`src/nvm_pkg.sv`:
```
// Constants, types and decode helpers for the nonvolatile memory controller.
// Assumes one system clock and a processor that drives the register and table ports.
// Operation
// Program flash erased/programmed one 32-word row
// Key 0x55 then 0xAA precedes start bit
// Stall processor during program flash cycle
// Hardware clears start bit at cycle end
// Software loads all latches before row program
// High-byte latch write keeps only low byte
// Software writes 0x4041 then row address
// Data EEPROM lies at 0x7FF000 to 0x7FFFFE
// Data EEPROM supports word and 16-word blocks
// EEPROM completion waits on array, no count
// Data EEPROM operations never stall processor
// EEPROM reads during operation are undefined
// Software waits before next EEPROM operation
// Start bit set-only; writing zero ignored
// Write enable permits writes; power-up clears
// Interrupting reset sets write error flag
// Interrupting reset keeps address registers
// Completion sets done flag until cleared
// Software erases EEPROM word before writing
// Block erase: address, select, then start
// Software issues two no-ops after start
// Address registers capture last table address
// Program flash cycle nominally 2 ms, stalled
// Start needs write enable from earlier write
// Key register write-only, reads zero
// Keys must arrive on consecutive key writes
// Clearing write enable never aborts operation
package nvm_pkg;
    localparam int REG_ADDR_W = 16;
    localparam int REG_DATA_W = 16;
    localparam int EA_W = 24;
    localparam int OP_W = 7;
    localparam int LATCH_W = 24;
    localparam int ROW_WORDS = 32;
    localparam int EE_BLOCK_WORDS = 16;
    localparam int LATCH_IDX_W = 5;
    localparam logic [REG_ADDR_W-1:0] REG_CONTROL_ADDR = 16'h0760;
    localparam logic [REG_ADDR_W-1:0] REG_ADDR_LOW_ADDR = 16'h0762;
    localparam logic [REG_ADDR_W-1:0] REG_ADDR_UPPER_ADDR = 16'h0764;
    localparam logic [REG_ADDR_W-1:0] REG_KEY_ADDR = 16'h0766;
    localparam int CTL_START_BIT = 15;
    localparam int CTL_WRITE_ENABLE_BIT_BIT = 14;
    localparam int CTL_ERR_BIT = 13;
    localparam int CTL_BIT8_BIT = 8;
    localparam logic [REG_DATA_W-1:0] CTL_RESET = 16'h0000;
    localparam logic [EA_W-1:0] ADDR_RESET = 24'h000000;
    localparam logic [7:0] KEY_FIRST = 8'h55;
    localparam logic [7:0] KEY_SECOND = 8'haa;
    localparam logic [OP_W-1:0] OP_PF_ROW_ERASE = 7'h41;
    localparam logic [OP_W-1:0] OP_PF_ROW_PROG = 7'h01;
    localparam logic [OP_W-1:0] OP_EE_WORD_ERASE = 7'h44;
    localparam logic [OP_W-1:0] OP_EE_BLOCK_ERASE = 7'h45;
    localparam logic [OP_W-1:0] OP_EE_WORD_WRITE = 7'h04;
    localparam logic [OP_W-1:0] OP_EE_BLOCK_WRITE = 7'h05;
    localparam logic [EA_W-1:0] EE_BASE = 24'h7ff000;
    localparam logic [EA_W-1:0] EE_TOP = 24'h7ffffe;
    typedef enum logic {ST_IDLE, ST_RUN} ctl_state_type;

    // Address falls in data EEPROM window
    function automatic logic is_eeprom(input logic [EA_W-1:0] ea);
        is_eeprom = (ea >= EE_BASE) && (ea <= EE_TOP);
    endfunction

    // Operation targets data EEPROM
    function automatic logic op_is_eeprom(input logic [OP_W-1:0] op);
        op_is_eeprom = (op == OP_EE_WORD_ERASE) || (op == OP_EE_BLOCK_ERASE) ||
                       (op == OP_EE_WORD_WRITE) || (op == OP_EE_BLOCK_WRITE);
    endfunction
endpackage

```
`src/nvm_link_if.sv`:
```
// Bundle between the controller and its key and latch units.
// Assumes all three share clk_sys; no timing is carried here.
`timescale 1ns/1ps
`default_nettype none
interface nvm_link_if;
    logic key_wr;
    logic [7:0] key_data;
    logic key_other;
    logic key_armed;
    logic lat_wr_low;
    logic lat_wr_high;
    logic [nvm_pkg::LATCH_IDX_W-1:0] lat_idx;
    logic [15:0] lat_data;
    logic [nvm_pkg::LATCH_IDX_W-1:0] lat_rd_idx;
    logic [nvm_pkg::LATCH_W-1:0] lat_rd_data;
    modport key_ctl (output key_wr, key_data, key_other, input key_armed);
    modport key_unit (input key_wr, key_data, key_other, output key_armed);
    modport lat_ctl (output lat_wr_low, lat_wr_high, lat_idx, lat_data, lat_rd_idx, input lat_rd_data);
    modport lat_unit (input lat_wr_low, lat_wr_high, lat_idx, lat_data, lat_rd_idx, output lat_rd_data);
endinterface
`default_nettype wire

```
`src/nvm_unlock_key.sv`:
```
// Unlock key detector: arms after the two key values in back-to-back key writes.
// Assumes key_other pulses on every other register or table write and on warm reset.
`timescale 1ns/1ps
`default_nettype none
module nvm_unlock_key
(
    // Clock and reset
    input wire logic clk_sys,
    input wire logic srst,
    // Key traffic
    nvm_link_if.key_unit link
);
    import nvm_pkg::*;

    logic first_ff;
    logic armed_ff;

    always_ff @(posedge clk_sys)
    begin
        if (srst || link.key_other)
        begin
            first_ff <= 1'b0;
            armed_ff <= 1'b0;
        end
        else if (link.key_wr)
        begin
            first_ff <= (link.key_data == KEY_FIRST);
            armed_ff <= first_ff && (link.key_data == KEY_SECOND);
        end
    end

    assign link.key_armed = armed_ff;
endmodule
`default_nettype wire

```
`src/nvm_write_latches.sv`:
```
// Row write latches shared by program flash rows and data EEPROM blocks.
// Assumes the controller blocks latch writes while an operation runs.
`timescale 1ns/1ps
`default_nettype none
module nvm_write_latches
#(
    parameter int WORDS = nvm_pkg::ROW_WORDS,
    parameter int WIDTH = nvm_pkg::LATCH_W
)
(
    // Clock
    input wire logic clk_sys,
    // Latch traffic
    nvm_link_if.lat_unit link
);
    import nvm_pkg::*;

    logic [WIDTH-1:0] latch_mem [WORDS];
    logic [WIDTH-1:0] rd_data_ff;

    always_ff @(posedge clk_sys)
    begin
        if (link.lat_wr_low)
            latch_mem[link.lat_idx][15:0] <= link.lat_data;
        if (link.lat_wr_high)
            latch_mem[link.lat_idx][WIDTH-1:16] <= link.lat_data[WIDTH-17:0];
    end

    always_ff @(posedge clk_sys)
    begin
        rd_data_ff <= latch_mem[link.lat_rd_idx];
    end

    assign link.lat_rd_data = rd_data_ff;
endmodule
`default_nettype wire

```
`src/nvm_program_erase_controller.sv`:
```
// Program flash and data EEPROM erase/program sequencer with its control registers.
// Assumes an array macro that performs the cycle and pulses mac_done when finished.
`timescale 1ns/1ps
`default_nettype none
module nvm_program_erase_controller
(
    // Clock and resets
    input wire logic clk_sys,
    input wire logic srst,
    input wire logic warm_reset,
    // Register port
    input wire logic reg_wr,
    input wire logic reg_rd,
    input wire logic [nvm_pkg::REG_ADDR_W-1:0] reg_addr,
    input wire logic [nvm_pkg::REG_DATA_W-1:0] reg_wdata,
    output logic [nvm_pkg::REG_DATA_W-1:0] reg_rdata,
    // Table instruction port
    input wire logic tbl_wr_low,
    input wire logic tbl_wr_high,
    input wire logic tbl_rd,
    input wire logic [nvm_pkg::EA_W-1:0] tbl_ea,
    input wire logic [15:0] tbl_wdata,
    // Processor status
    output logic cpu_stall,
    output logic done_flag,
    input wire logic done_flag_clr,
    // Array macro
    output logic mac_start,
    output logic [nvm_pkg::OP_W-1:0] mac_cmd,
    output logic [nvm_pkg::EA_W-1:0] mac_row_addr,
    input wire logic mac_done,
    input wire logic [nvm_pkg::LATCH_IDX_W-1:0] mac_latch_idx,
    output logic [nvm_pkg::LATCH_W-1:0] mac_latch_data
);
    import nvm_pkg::*;

    nvm_link_if link ();

    ctl_state_type state_ff;
    ctl_state_type nxt_state;

    logic wr_bit_ff;
    logic write_enable_bit_ff;
    logic err_ff;
    logic bit8_ff;
    logic [OP_W-1:0] op_ff;
    logic [15:0] addr_low_ff;
    logic [7:0] addr_upper_ff;
    logic [REG_DATA_W-1:0] rdata_ff;
    logic done_ff;
    logic mac_start_ff;
    logic [OP_W-1:0] mac_cmd_ff;
    logic [EA_W-1:0] mac_row_addr_ff;
    logic run_eeprom_ff;

    logic ctl_hit;
    logic low_hit;
    logic upper_hit;
    logic key_hit;
    logic idle;
    logic op_known;
    logic start_ok;
    logic finish;
    logic tbl_any;
    logic tbl_in_ee;
    logic [EA_W-1:0] cur_addr;
    logic [EA_W-1:0] nxt_row_addr;
    logic [REG_DATA_W-1:0] nxt_rdata;

    // Register write aimed at one address
    function automatic logic reg_hit(input logic wr, input logic [REG_ADDR_W-1:0] addr,
                                     input logic [REG_ADDR_W-1:0] target);
        reg_hit = wr && (addr == target);
    endfunction

    // Register decode
    assign ctl_hit = reg_hit(reg_wr, reg_addr, REG_CONTROL_ADDR);
    assign low_hit = reg_hit(reg_wr, reg_addr, REG_ADDR_LOW_ADDR);
    assign upper_hit = reg_hit(reg_wr, reg_addr, REG_ADDR_UPPER_ADDR);
    assign key_hit = reg_hit(reg_wr, reg_addr, REG_KEY_ADDR);
    assign tbl_in_ee = is_eeprom(tbl_ea);
    assign idle = (state_ff == ST_IDLE);
    assign tbl_any = tbl_wr_low || tbl_wr_high || tbl_rd;
    assign cur_addr = {addr_upper_ff, addr_low_ff};

    // Recognised operation codes
    assign op_known = (op_ff == OP_PF_ROW_ERASE) || (op_ff == OP_PF_ROW_PROG) ||
                      op_is_eeprom(op_ff);

    // Start request: keys armed, write enable already stored, start bit written
    assign start_ok = ctl_hit && reg_wdata[CTL_START_BIT] && write_enable_bit_ff &&
                      link.key_armed && idle && op_known && !warm_reset;

    // Completion comes only from the array, whatever the duration
    assign finish = (state_ff == ST_RUN) && mac_done && !warm_reset;

    // Key unit traffic
    assign link.key_wr = key_hit && !warm_reset;
    assign link.key_data = reg_wdata[7:0];
    assign link.key_other = (reg_wr && !key_hit) || tbl_wr_low || tbl_wr_high ||
                            warm_reset;

    // Latch unit traffic, writes blocked while an operation runs
    assign link.lat_wr_low = tbl_wr_low && idle;
    assign link.lat_wr_high = tbl_wr_high && idle && !tbl_in_ee;
    assign link.lat_idx = tbl_in_ee ? {1'b0, tbl_ea[4:1]} : tbl_ea[5:1];
    assign link.lat_data = tbl_wdata;
    assign link.lat_rd_idx = mac_latch_idx;

    nvm_unlock_key u_key
    (
        .clk_sys (clk_sys),
        .srst (srst),
        .link (link.key_unit)
    );

    nvm_write_latches #(
        .WORDS (ROW_WORDS),
        .WIDTH (LATCH_W)
    ) u_latch
    (
        .clk_sys (clk_sys),
        .link (link.lat_unit)
    );

    // Sequencer state
    always_comb
    begin
        nxt_state = state_ff;
        case (state_ff)
            ST_IDLE:
            begin
                if (start_ok)
                    nxt_state = ST_RUN;
            end
            ST_RUN:
            begin
                if (finish || warm_reset)
                    nxt_state = ST_IDLE;
            end
            default:
            begin
                nxt_state = ST_IDLE;
            end
        endcase
    end

    always_ff @(posedge clk_sys)
    begin
        if (srst)
            state_ff <= ST_IDLE;
        else
            state_ff <= nxt_state;
    end

    // Start bit: set by a valid start, cleared only by hardware
    always_ff @(posedge clk_sys)
    begin
        if (srst || warm_reset)
            wr_bit_ff <= 1'b0;
        else if (start_ok)
            wr_bit_ff <= 1'b1;
        else if (finish)
            wr_bit_ff <= 1'b0;
    end

    // Write enable: cleared at power-up and by resets, free to change while running
    always_ff @(posedge clk_sys)
    begin
        if (srst || warm_reset)
            write_enable_bit_ff <= CTL_RESET[CTL_WRITE_ENABLE_BIT_BIT];
        else if (ctl_hit)
            write_enable_bit_ff <= reg_wdata[CTL_WRITE_ENABLE_BIT_BIT];
    end

    // Write error: set by a reset that cuts an operation short
    always_ff @(posedge clk_sys)
    begin
        if (srst)
            err_ff <= CTL_RESET[CTL_ERR_BIT];
        else if (warm_reset && !idle)
            err_ff <= 1'b1;
        else if (ctl_hit)
            err_ff <= reg_wdata[CTL_ERR_BIT];
    end

    // Operation select and spare control bit, frozen while running
    always_ff @(posedge clk_sys)
    begin
        if (srst || warm_reset)
        begin
            bit8_ff <= CTL_RESET[CTL_BIT8_BIT];
            op_ff <= CTL_RESET[OP_W-1:0];
        end
        else if (ctl_hit && idle)
        begin
            bit8_ff <= reg_wdata[CTL_BIT8_BIT];
            op_ff <= reg_wdata[OP_W-1:0];
        end
    end

    // Address registers: table capture or direct write; warm reset leaves them
    always_ff @(posedge clk_sys)
    begin
        if (srst)
        begin
            addr_low_ff <= ADDR_RESET[15:0];
            addr_upper_ff <= ADDR_RESET[EA_W-1:16];
        end
        else if (idle && tbl_any)
        begin
            addr_low_ff <= tbl_ea[15:0];
            addr_upper_ff <= tbl_ea[EA_W-1:16];
        end
        else if (idle && low_hit)
        begin
            addr_low_ff <= reg_wdata;
        end
        else if (idle && upper_hit)
        begin
            addr_upper_ff <= reg_wdata[7:0];
        end
    end

    // Array address for the operation: row, block or word alignment
    always_comb
    begin
        nxt_row_addr = cur_addr;
        case (op_ff)
            OP_PF_ROW_ERASE, OP_PF_ROW_PROG:
            begin
                nxt_row_addr = {cur_addr[EA_W-1:6], 6'h00};
            end
            OP_EE_BLOCK_ERASE, OP_EE_BLOCK_WRITE:
            begin
                nxt_row_addr = {cur_addr[EA_W-1:5], 5'h00};
            end
            OP_EE_WORD_ERASE, OP_EE_WORD_WRITE:
            begin
                nxt_row_addr = {cur_addr[EA_W-1:1], 1'b0};
            end
            default:
            begin
                nxt_row_addr = cur_addr;
            end
        endcase
    end

    // Command to the array macro
    always_ff @(posedge clk_sys)
    begin
        if (srst)
        begin
            mac_start_ff <= 1'b0;
            mac_cmd_ff <= CTL_RESET[OP_W-1:0];
            mac_row_addr_ff <= ADDR_RESET;
            run_eeprom_ff <= 1'b0;
        end
        else
        begin
            mac_start_ff <= start_ok;
            if (start_ok)
            begin
                mac_cmd_ff <= op_ff;
                mac_row_addr_ff <= nxt_row_addr;
                run_eeprom_ff <= op_is_eeprom(op_ff);
            end
        end
    end

    // Processor stall: program flash cycles only, EEPROM runs in background
    assign cpu_stall = (state_ff == ST_RUN) && !run_eeprom_ff;

    // Done flag: set on completion, held until cleared, set wins
    always_ff @(posedge clk_sys)
    begin
        if (srst)
            done_ff <= 1'b0;
        else if (finish)
            done_ff <= 1'b1;
        else if (done_flag_clr)
            done_ff <= 1'b0;
    end

    // Register read mux; key register reads zero
    always_comb
    begin
        nxt_rdata = '0;
        case (reg_addr)
            REG_CONTROL_ADDR:
            begin
                nxt_rdata[CTL_START_BIT] = wr_bit_ff;
                nxt_rdata[CTL_WRITE_ENABLE_BIT_BIT] = write_enable_bit_ff;
                nxt_rdata[CTL_ERR_BIT] = err_ff;
                nxt_rdata[CTL_BIT8_BIT] = bit8_ff;
                nxt_rdata[OP_W-1:0] = op_ff;
            end
            REG_ADDR_LOW_ADDR:
            begin
                nxt_rdata = addr_low_ff;
            end
            REG_ADDR_UPPER_ADDR:
            begin
                nxt_rdata[7:0] = addr_upper_ff;
            end
            REG_KEY_ADDR:
            begin
                nxt_rdata = '0;
            end
            default:
            begin
                nxt_rdata = '0;
            end
        endcase
    end

    always_ff @(posedge clk_sys)
    begin
        if (srst)
            rdata_ff <= '0;
        else if (reg_rd)
            rdata_ff <= nxt_rdata;
    end

    // Table reads only capture the address; array data during a run is not guarded
    // and reads of data EEPROM then return whatever the array gives. R12

    assign reg_rdata = rdata_ff;
    assign done_flag = done_ff;
    assign mac_start = mac_start_ff;
    assign mac_cmd = mac_cmd_ff;
    assign mac_row_addr = mac_row_addr_ff;
    assign mac_latch_data = link.lat_rd_data;
endmodule
`default_nettype wire

```
`config.mk`:
```
export PLATFORM = sky130hd
export DESIGN_NAME = nvm_program_erase_controller
export DESIGN_NICKNAME = d
export VERILOG_FILES = /design/src/nvm_pkg.sv /design/src/nvm_link_if.sv /design/src/nvm_unlock_key.sv /design/src/nvm_write_latches.sv /design/src/nvm_program_erase_controller.sv
export SDC_FILE = /design/constraint.sdc
export NUM_CORES = 1
export LEC_CHECK = 0
export BUFFER_PORTS_ARGS = -buffer_cell sky130_fd_sc_hd__buf_2
export CAP_MARGIN = 15
export CORE_AREA = 2 2 314 254
export DETAILED_ROUTE_END_ITERATION = 10
export DIE_AREA = 0 0 316 256
export PLACE_DENSITY = 0.58
export RECOVER_POWER = 100
export REMOVE_ABC_BUFFERS = 1
export SLEW_MARGIN = 20
export SYNTH_ARGS = -nofsm -noshare
export SYNTH_HDL_FRONTEND = slang
export SYNTH_SLANG_ARGS = --single-unit
```
`constraint.sdc`:
```
create_clock -name clk_sys -period 10.3 [get_ports clk_sys]
set_input_delay 1.03 -clock clk_sys [delete_from_list [all_inputs] [get_ports clk_sys]]
set_output_delay 1.03 -clock clk_sys [all_outputs]
set_load 0.03 [all_outputs]
```
# --- Yosys cells after proc, flatten, opt, wreduce, memory -nomap -nowiden ---
# Memories as Yosys holds them, arrays and structs flattened. A register that Yosys moved wholly into a read port is not among the register bits.
# Index checks and enable logic that the tools add are counted.
totals:
  out_inout_bits: 74
  n_memories: 1
  input_bits: 87
  regBits: 88
  wordCells: 109
  mem_bits_rw: 768
classes:
  muxes: 25
  order_cmp: 2
  bitwise: 1
  reduce_logical: 51
  eq_ne: 13
memory_table:
  columns: ["name", "words", "word_bits", "rd", "rd_ports_with_merged_regs", "write_ports", "line_no", "text"]
  rows:
  - ["u_latch.latch_mem", 32, 24, 1, 1, 1, "nvm_write_latches.sv:18", "logic [WIDTH-1:0] latch_mem [WORDS];"]
ops:
  columns: ["cell", "count"]
  rows:
  - ["$eq A16 B11 Y1 const B", 4]
  - ["$mux W16", 2]
  - ["$logic_and A1 B1 Y1", 25]
  - ["$ge A24 B23 Y1 const B", 1]
  - ["$le A24 B23 Y1 const B", 1]
  - ["$mux W8", 3]
  - ["$eq A7 B7 Y1 const B", 3]
  - ["$pmux W7 S3", 1]
  - ["$pmux W6 S3", 1]
  - ["$eq A7 B3 Y1 const B", 2]
  - ["$logic_or A1 B1 Y1", 13]
  - ["$mux W1", 12]
  - ["$reduce_bool A2 Y1", 5]
  - ["$eq A8 B7 Y1 const B", 1]
  - ["$eq A8 B8 Y1 const B", 1]
  - ["$eq A7 B1 Y1 const B", 1]
  - ["$pmux W1 S2", 3]
  - ["$pmux W3 S2", 1]
  - ["$reduce_or A2 Y1", 3]
  - ["$mux W5", 1]
  - ["$logic_not A1 Y1", 4]
  - ["$mux W4", 1]
  - ["$ne A2 B2 Y1 const B", 1]
  - ["$reduce_and A2 Y1", 1]
  - ["$not A1 Y1", 1]

# --- Logic depth before layout (Yosys ltp) ---
# Gate-level depths: netlist of run 1.
depth:
  depth_word: 10
  ltp_mapped: 7
  ltp_nobuf: 4

# --- By module ---
# Synthesis of run 1 repeated with hierarchy kept, for this count alone.
unflattened:
  cells_unflattened: 2237
  hier_area_um2: 34710.8
by_module_without_submodules:
  columns: ["mod", "n_inst", "cells_per_inst", "area_per_inst_um2"]
  rows:
  - ["nvm_write_latches", 1, 1756, 30665.7]
  - ["nvm_program_erase_controller", 1, 469, 3912.5]
  - ["nvm_unlock_key", 1, 12, 132.6]

# --- Worst setup path before layout of run 1 ---
# Ideal clock, no wire load.
synth_timing:
  kind: "input-to-reg"
  from: "input tbl_ea[3] in the netlist's numbering"
  to: "memory u_latch.latch_mem[19][0] in the netlist's numbering (enable)"
  path_stages: 5
  path_slack_ns: 6.163
  t_arrival_ns: 3.707
  setup_time_ns: 0.430
  path_cell_list: "nand3_1 > nor4_1 > nor2_1 > clkbuf_1 > nor4_1"
synth_via:
  elab_chain_len: 3
synth_rtl:
  columns: ["element", "line_no", "text"]
  rows:
  - ["start, declared", "nvm_program_erase_controller.sv:21", "input wire logic [nvm_pkg::EA_W-1:0] tbl_ea,"]
  - ["$ge A24 B23 Y1 or $le A24 B23 Y1 (tied branches)", "nvm_pkg.sv:64", "is_eeprom = (ea >= EE_BASE) && (ea <= EE_TOP);"]
  - ["$logic_and A1 B1 Y1", "nvm_pkg.sv:64", null]
  - ["$mux W5 (*)", "nvm_program_erase_controller.sv:106", "assign link.lat_idx = tbl_in_ee ? {1'b0, tbl_ea[4:1]} : tbl_ea[5:1];"]
  - ["end, declared", "nvm_write_latches.sv:18", null]
# Mark *: on every way between the ends. The rest lies on a longest branch, timed or not.

==> results.md, run 1 <==
* Status: complete, but fails checks
* Failing checks: max-capacitance violations, max-slew violations
* Critical-path cell list: buf_8 > clkbuf_1 > mux4_2 > o22ai_1 > a211oi_1
* Register area share after synthesis at 0.747
* DR WL/cell at 27.9 microns
* Post-synth top area share at 0.681
* I/O Buffers at 160
* Slew Limit Headroom at -1.50
* Final net count at 2,124
* Postcts setup bufs at 0
* Vias after detailed routing at 18,600
* Worst-path maximum fanout at 51
* Max Transition Viols Final at 982
* Fin crit period at 5.19 ns
* Layout cells sized above 1 at 0.220
* CP max stage cell: clkbuf_1
* Netlist cell types at 51
* # resized after CTS at 0
* Lkg Pwr at 0.0120 uW
* Die X at 316 microns
* Via density at 5.93
* Wire length of the first global-routing pass at 127,000 microns
* Area contributors post-synth: edfxtp_1 (68%), mux4_2 (11%), dfxtp_1 (6.6%), mux2_2 (1.9%), a21oi_1 (1.2%)
* Post-route DRC at 0
* Antenna Cells at 0
* Num ports at 161
* WHS at 0.466 ns
* Fmax at 0.193 GHz
* Fill cells at 6,459
* Crit path DAT at 5.67 ns
* Post-synth EDFFs at 768
* Maximum VDD drop at 0.112 mV
* Final setup TNS at 0 ns
* Async set-reset flop share out of synthesis at 0
* Detailed placement HPWL at 52,200 microns
* 1st-pass router iterations at 6
* Max cap viols at 23
* TritonCTS clock tree: done
* Total Routing Usage GR at 0.216
* Tcrit/Tclk final at 0.504
* Root buffer cell: clkbuf_16
* Total clock sinks at 880
* Pin count of the biggest net entering global routing at 114
* Hold WC Path Type: register to register
* Register bit total from synthesis at 880
* Final-report hold violation count at 0
* Count leader, synth: edfxtp_1
* Antenna violations before repair at 3
* Final ANT Viol Nets at 0
* Routed WL at 87,500 microns
* Std-Cell Rows at 92
* Most frequent cells after synthesis: edfxtp_1 (768), mux4_2 (168), dfxtp_1 (112), a21oi_1 (79), nand3_1 (78)
* Final setup viols at 0
* Initial core utilization at 0.434
* Mapped cell area at 33,900 sq um
* Crit Path Class: primary input to register
* Cts hold-fix bufs at 0
* Data required, critical path at 10.78 ns
* 1st-iter DRT viols at 2,110
* Post-Syn Area per Cell at 18.5 sq um
* Die H at 256 microns
* Syn. warnings at 0
* Cell taking the most area after synthesis: edfxtp_1
* Syn Inst Count at 1,834
* GP Congestion at 0.928
* PD cells at 194 nW/um^2
* Tightest Pin Transition at 3.76 ns
* Core ar. at 77,900 sq um
* RSZ-0062 raised after global routing: no
* Skew final at 0.0239 ns
* Clock Tree Buf Depth at 3
* Worst-path clk slew at 0.06 ns
* Die area at 80,900 sq um
* Startpoint Class: primary input
* Vias in the first global route at 18,500
* H-tree Lvls at 3
* Slowest Stage Delay on Critical Path at 2.68 ns
* Total grt overflow at 0
* Area Overhead vs Synth at 13.9%
* CTS Buf Count at 89
* CP endpoint kind: register
* Synth Flop Type: edfxtp_1
* Worst skew pair latency at 0.64 ns
==> kinds of logic after synthesis <==
group | Yosys count | share of synthesized area
AO/OA/AOI/OAI | 290 | 0.0544
buffers and inverters | 126 | 0.0160
flip-flops | 880 | 0.747
multiplexers | 235 | 0.134
AND/OR/NAND/NOR | 303 | 0.0486
==> layer usage <==
metal,GRT usage,vias up,wire length [microns]
li1,-,7992,-
met1,0.324,9727,38800
met2,0.321,775,39800
met3,0.0511,125,7230
met4,0.0449,2,1670
met5,0,-,13
==> path summary, 6_finish.rpt <==
kind | from | end | slack (ns) | cells past startpoint
max | mac_latch_idx[0] | u_latch.link.lat_rd_data[17] | 5.11 | 5
min | wr_bit_ff | wr_bit_ff | 0.47 | 2
max reg2reg | state_ff | u_latch.latch_mem[0][18] | 6.71 | 3
min reg2reg | wr_bit_ff | wr_bit_ff | 0.47 | 2
==> report_power, final <==
| part | switching (uW) | internal, uW | total [uW] |
|---|---|---|---|
| sequential | 23.3 | 3920 | 3950 |
| combinational | 270 | 127 | 398 |
| clock | 1330 | 1810 | 3140 |
| total | 1620 | 5860 | 7490 |
==> flip-flops by register name (all words and copies together), names as in the netlist <==
register / flops
u_latch.latch_mem: 768
mac_row_addr: 24
u_latch.link.lat_rd_data: 24
addr_low_ff: 16
reg_rdata: 16
addr_upper_ff: 8
mac_cmd: 7
op_ff: 7
bit8_ff: 1
done_flag: 1
err_ff: 1
mac_start: 1
run_eeprom_ff: 1
state_ff: 1
u_key.first_ff: 1
u_key.link.key_armed: 1
wr_bit_ff: 1
write_enable_bit_ff: 1
==> layout make-up <==
type	count	area, sq um	area share
Tap cell	1034	1290	0.0335
Multi-Input combinational cell	828	8060	0.209
Timing Repair Buffer	235	1060	0.0276
Clock inverter	42	403	0.0104
Clock buffer	117	2430	0.0631
Inverter	3	11.3	0.000292
Sequential cell	880	25300	0.656
==> metrics by stage <==
step | setup slack, ns | utilization | power (uW) | instance area (sq um) | instances
6_report | 5.11 | 0.495 | 7490 | 38600 | 3139
2_1_floorplan | 6.08 | - | 4180 | 33300 | 1711
3_5_place_dp | 5.78 | 0.466 | 4420 | 36300 | 2980
5_1_grt | 4.51 | 0.495 | 7700 | 38600 | 3139
4_1_cts | 6.45 | 0.502 | 7540 | 39100 | 3139
3_3_place_gp | 5.94 | 0.465 | 4420 | 36200 | 2978
==> cells in the final DEF, fill, tap and decap left out, types with 13 or more instances in the layout <==
cell	netlist	layout
edfxtp_1	768	768
nand4_1	18	18
dfxtp_1	112	112
nand2_1	37	34
nor2_1	35	35
clkinv_1	0	13
a221o_1	24	24
nor4_1	29	27
o21ai_0	56	57
mux4_2	168	168
a22oi_1	24	24
nand3_1	78	78
nor3_1	35	31
mux2_2	56	56
a21oi_1	79	79
buf_2	25	75
nor2b_1	17	15
a211oi_1	24	24
clkinv_2	0	14
o22ai_1	48	48
clkbuf_1	71	163
clkbuf_16	0	90
and3_1	14	14
buf_4	0	13
==> worst max-delay path: cells and delay by family <==
family,cells,cell delay (ns)
AO/OA/AOI/OAI,2,0.59
buffers and inverters,2,3.13
multiplexers,1,0.78
No activity file was read; power rests on OpenSTA's default activity.
==> run 2: changes to the inputs <==
--- a/config.mk
+++ b/config.mk
@@ -5,12 +5,13 @@
 export SDC_FILE = /design/constraint.sdc
 export NUM_CORES = 1
 export LEC_CHECK = 0
+export ABC_AREA = 1
 export BUFFER_PORTS_ARGS = -buffer_cell sky130_fd_sc_hd__buf_2
 export CAP_MARGIN = 15
-export CORE_AREA = 2 2 314 254
+export CORE_AREA = 2 2 322 260
 export DETAILED_ROUTE_END_ITERATION = 10
-export DIE_AREA = 0 0 316 256
-export PLACE_DENSITY = 0.58
+export DIE_AREA = 0 0 324 262
+export PLACE_DENSITY = 0.6
 export RECOVER_POWER = 100
 export REMOVE_ABC_BUFFERS = 1
 export SLEW_MARGIN = 20
==> constraint.sdc (replaced) <==
create_clock -name clk_sys -period 4.4 [get_ports clk_sys]
set_input_delay 0.44 -clock clk_sys [delete_from_list [all_inputs] [get_ports clk_sys]]
set_output_delay 0.44 -clock clk_sys [all_outputs]
set_load 0.03 [all_outputs]
==> run 2 against run 1 <==
- the flow still finishes with violations (max-capacitance violations, max-slew violations)
- first-iteration DRC count rose by 26%
- sequential share of layout area fell by 2.7 points
- wire length grew 8.8%
- global-route usage increased by 0.66 points
- register-to-register slack got worse by 5.5 ns
- clock power grew 150%
- synthesized cell count rose by 56%
- critical path depth up 3
- sequential power up 130%
- cell count rose by 33%
==> results.md, run 2 <==
* Final net count at 3,074
* TritonCTS clock tree: done
* Setup crit end: addr_low_ff[6]
* Most frequent cells after synthesis: edfxtp_1 (768), nor2_1 (434), nand2_1 (327), o21bai_1 (192), o21ai_0 (147)
* Die area at 84,900 sq um
* CTS Buf Count at 91
* Final setup viols at 0
* Crit path DAT at 3.88 ns
* Fin crit period at 3.33 ns
* I/O Buffers at 160
* Largest register FFs at 768
* Skew final at 0.0243 ns
* Failing checks: max-capacitance violations, max-slew violations
* PD cells at 453 nW/um^2
* DR WL/cell at 22.8 microns
* Antenna Cells at 0
* Die X at 324 microns
* CP startpoint: tbl_wr_high
* Die H at 262 microns
* Worst-path maximum fanout at 28
* R2r endpoint: addr_low_ff[6]
* Slew Limit Headroom at -1.27
* Via density at 5.65
* Data required, critical path at 4.94 ns
* Post-Syn Area per Cell at 12.5 sq um
* Post-synth top area share at 0.647
* GP Congestion at 0.862
* Area Overhead vs Synth at 12.8%
* Total clock sinks at 880
* Core ar. at 81,700 sq um
* Num ports at 161
* Status: complete, but fails checks
* Most frequent cells in the layout: edfxtp_1 (768), nor2_1 (437), nand2_1 (331)
* Area after DPL at 37,500 sq um
* 1st-iter DRT viols at 2,660
* Top cell by count, worst path: inv_1
* Setup slack, reg-to-reg at 1.23 ns
* Worst skew pair latency at 0.65 ns
* Most common cell after layout, fill and taps aside: edfxtp_1
* Root buffer cell: clkbuf_16
* Maximum VDD drop at 0.295 mV
* Netlist cell types at 36
* Antenna violations before repair at 3
* Detailed placement HPWL at 56,000 microns
* Startpoint Class: primary input
* Total grt overflow at 0
* Register area share after synthesis at 0.710
* Crit Path Class: primary input to register
* Std-Cell Rows at 94
* Hold WC Path Type: primary input to register
* CP endpoint kind: register
* Wire length of the first global-routing pass at 142,000 microns
* Max cap viols at 25
* Synth Flop Type: edfxtp_1
* Final setup TNS at 0 ns
* 1st-pass router iterations at 5
* Async set-reset flop share out of synthesis at 0
* Worst-path clk slew at 0.06 ns
* CP max stage cell: o21ai_1
* Final-report hold violation count at 0
* Area contributors post-synth: edfxtp_1 (65%), dfxtp_1 (6.3%), nor2_1 (4.6%), o21bai_1 (4.0%), nand2_1 (3.4%)
* Final instance area at 40,200 sq um
* Syn Inst Count at 2,854
* Total Routing Usage GR at 0.222
* Critical-path cell list: clkbuf_1 > nor2_1 > inv_1 > o21ai_1 > nand2_4 > inv_1 > nand2_1 > a21oi_1
* Max Transition Viols Final at 903
* Tcrit/Tclk final at 0.757
* Mapped cell area at 35,600 sq um
* FF-to-FF Start: state_ff
* Post-synth EDFFs at 768
* Post-route DRC at 0
* Vias in the first global route at 22,500
* Tightest Pin Transition at 3.40 ns
* Slowest Stage Delay on Critical Path at 1.51 ns
* Initial core utilization at 0.436
* Layout cells sized above 1 at 0.0833
* Syn. warnings at 0
* RSZ-0062 raised after global routing: no
* H-tree Lvls at 3
* Count leader, synth: edfxtp_1
* Register bit total from synthesis at 880
* Final ANT Viol Nets at 0
* Worst Reg-to-Reg Cells at 6
* # resized after CTS at 0
* Cell taking the most area after synthesis: edfxtp_1
* Routed WL at 95,100 microns
* Fmax at 0.300 GHz
* Most flops, register: u_latch.latch_mem
* Lkg Pwr at 0.0136 uW
* Clock Tree Buf Depth at 3
* Pin count of the biggest net entering global routing at 106
* Vias after detailed routing at 23,600
## run 2: changes by cell type in the layout (fill, tap and decap cells not counted), moves of 71 or more
cell / change
o21bai_1: +192
nand2_1: +297
nor2_1: +402
o211ai_1: +76
o21ai_0: +90
inv_1: +71
o221ai_1: +120
o21a_1: +74
mux4_2: -168
## run 2: routing by layer
metal / share of wire / global-route usage
met4: 0.019 / 0.0518
met3: 0.081 / 0.0396
met2: 0.45 / 0.341
met5: 0.00028 / 0
met1: 0.45 / 0.330
## run 2: repair_timing
action,in CTS,in global routing
hold buffers,1,0
endpoints found under the hold margin,1,0
setup buffers,0,0
## run 2: through the flow
stage / power [uW] / hold slack, ns / std cells / worst slack (ns) / util
2_1_floorplan: 9910 / 0.435 / 2657 / 0.239 / -
3_3_place_gp: 10500 / 0.444 / 3997 / 1.37 / 0.459
3_5_place_dp: 10500 / 0.449 / 3997 / 1.30 / 0.459
4_1_cts: 18300 / 0.0347 / 4166 / 1.88 / 0.497
5_1_grt: 18700 / 0.0668 / 4166 / 0.909 / 0.492
6_report: 18200 / 0.0695 / 4166 / 1.07 / 0.492
## run 2: logic make-up after synthesis
family,synth area share
compound gates,0.140
simple gates,0.112
buf+inv,0.0383
flops,0.710
## run 2: cell type report
type | count | area (sq um)
well taps | 1104 | 1380
repair buffers | 237 | 1220
clock buffers | 126 | 2550
clock inverters | 42 | 509
flip-flops and latches | 880 | 25300
fillers | 7159 | 41500
inverters | 81 | 313
multi-input cells | 1696 | 8930
## run 2: critical path: cells and delay by family
family          cells  cell delay [ns]
compound gates      2             1.69
simple gates        3             0.79
buf+inv             3             0.95
## run 2: how the worst min path moves through the flow
stage | start | end | depth (start not counted)
2_1_floorplan | addr_low_ff[0] | addr_low_ff[0] | 2
3_3_place_gp | mac_cmd[1] | mac_cmd[1] | 2
3_5_place_dp | mac_row_addr[0] | mac_row_addr[0] | 2
4_1_cts | done_flag_clr | done_flag | 4
5_1_grt | done_flag_clr | done_flag | 4
6_report | done_flag_clr | done_flag | 4
## run 2: report_power, final
| group | leakage (uW) | internal, uW | switching [uW] |
|---|---|---|---|
| sequential | 0.00783 | 9180 | 40.4 |
| combinational | 0.00428 | 300 | 832 |
| clock | 0.00150 | 4660 | 3190 |
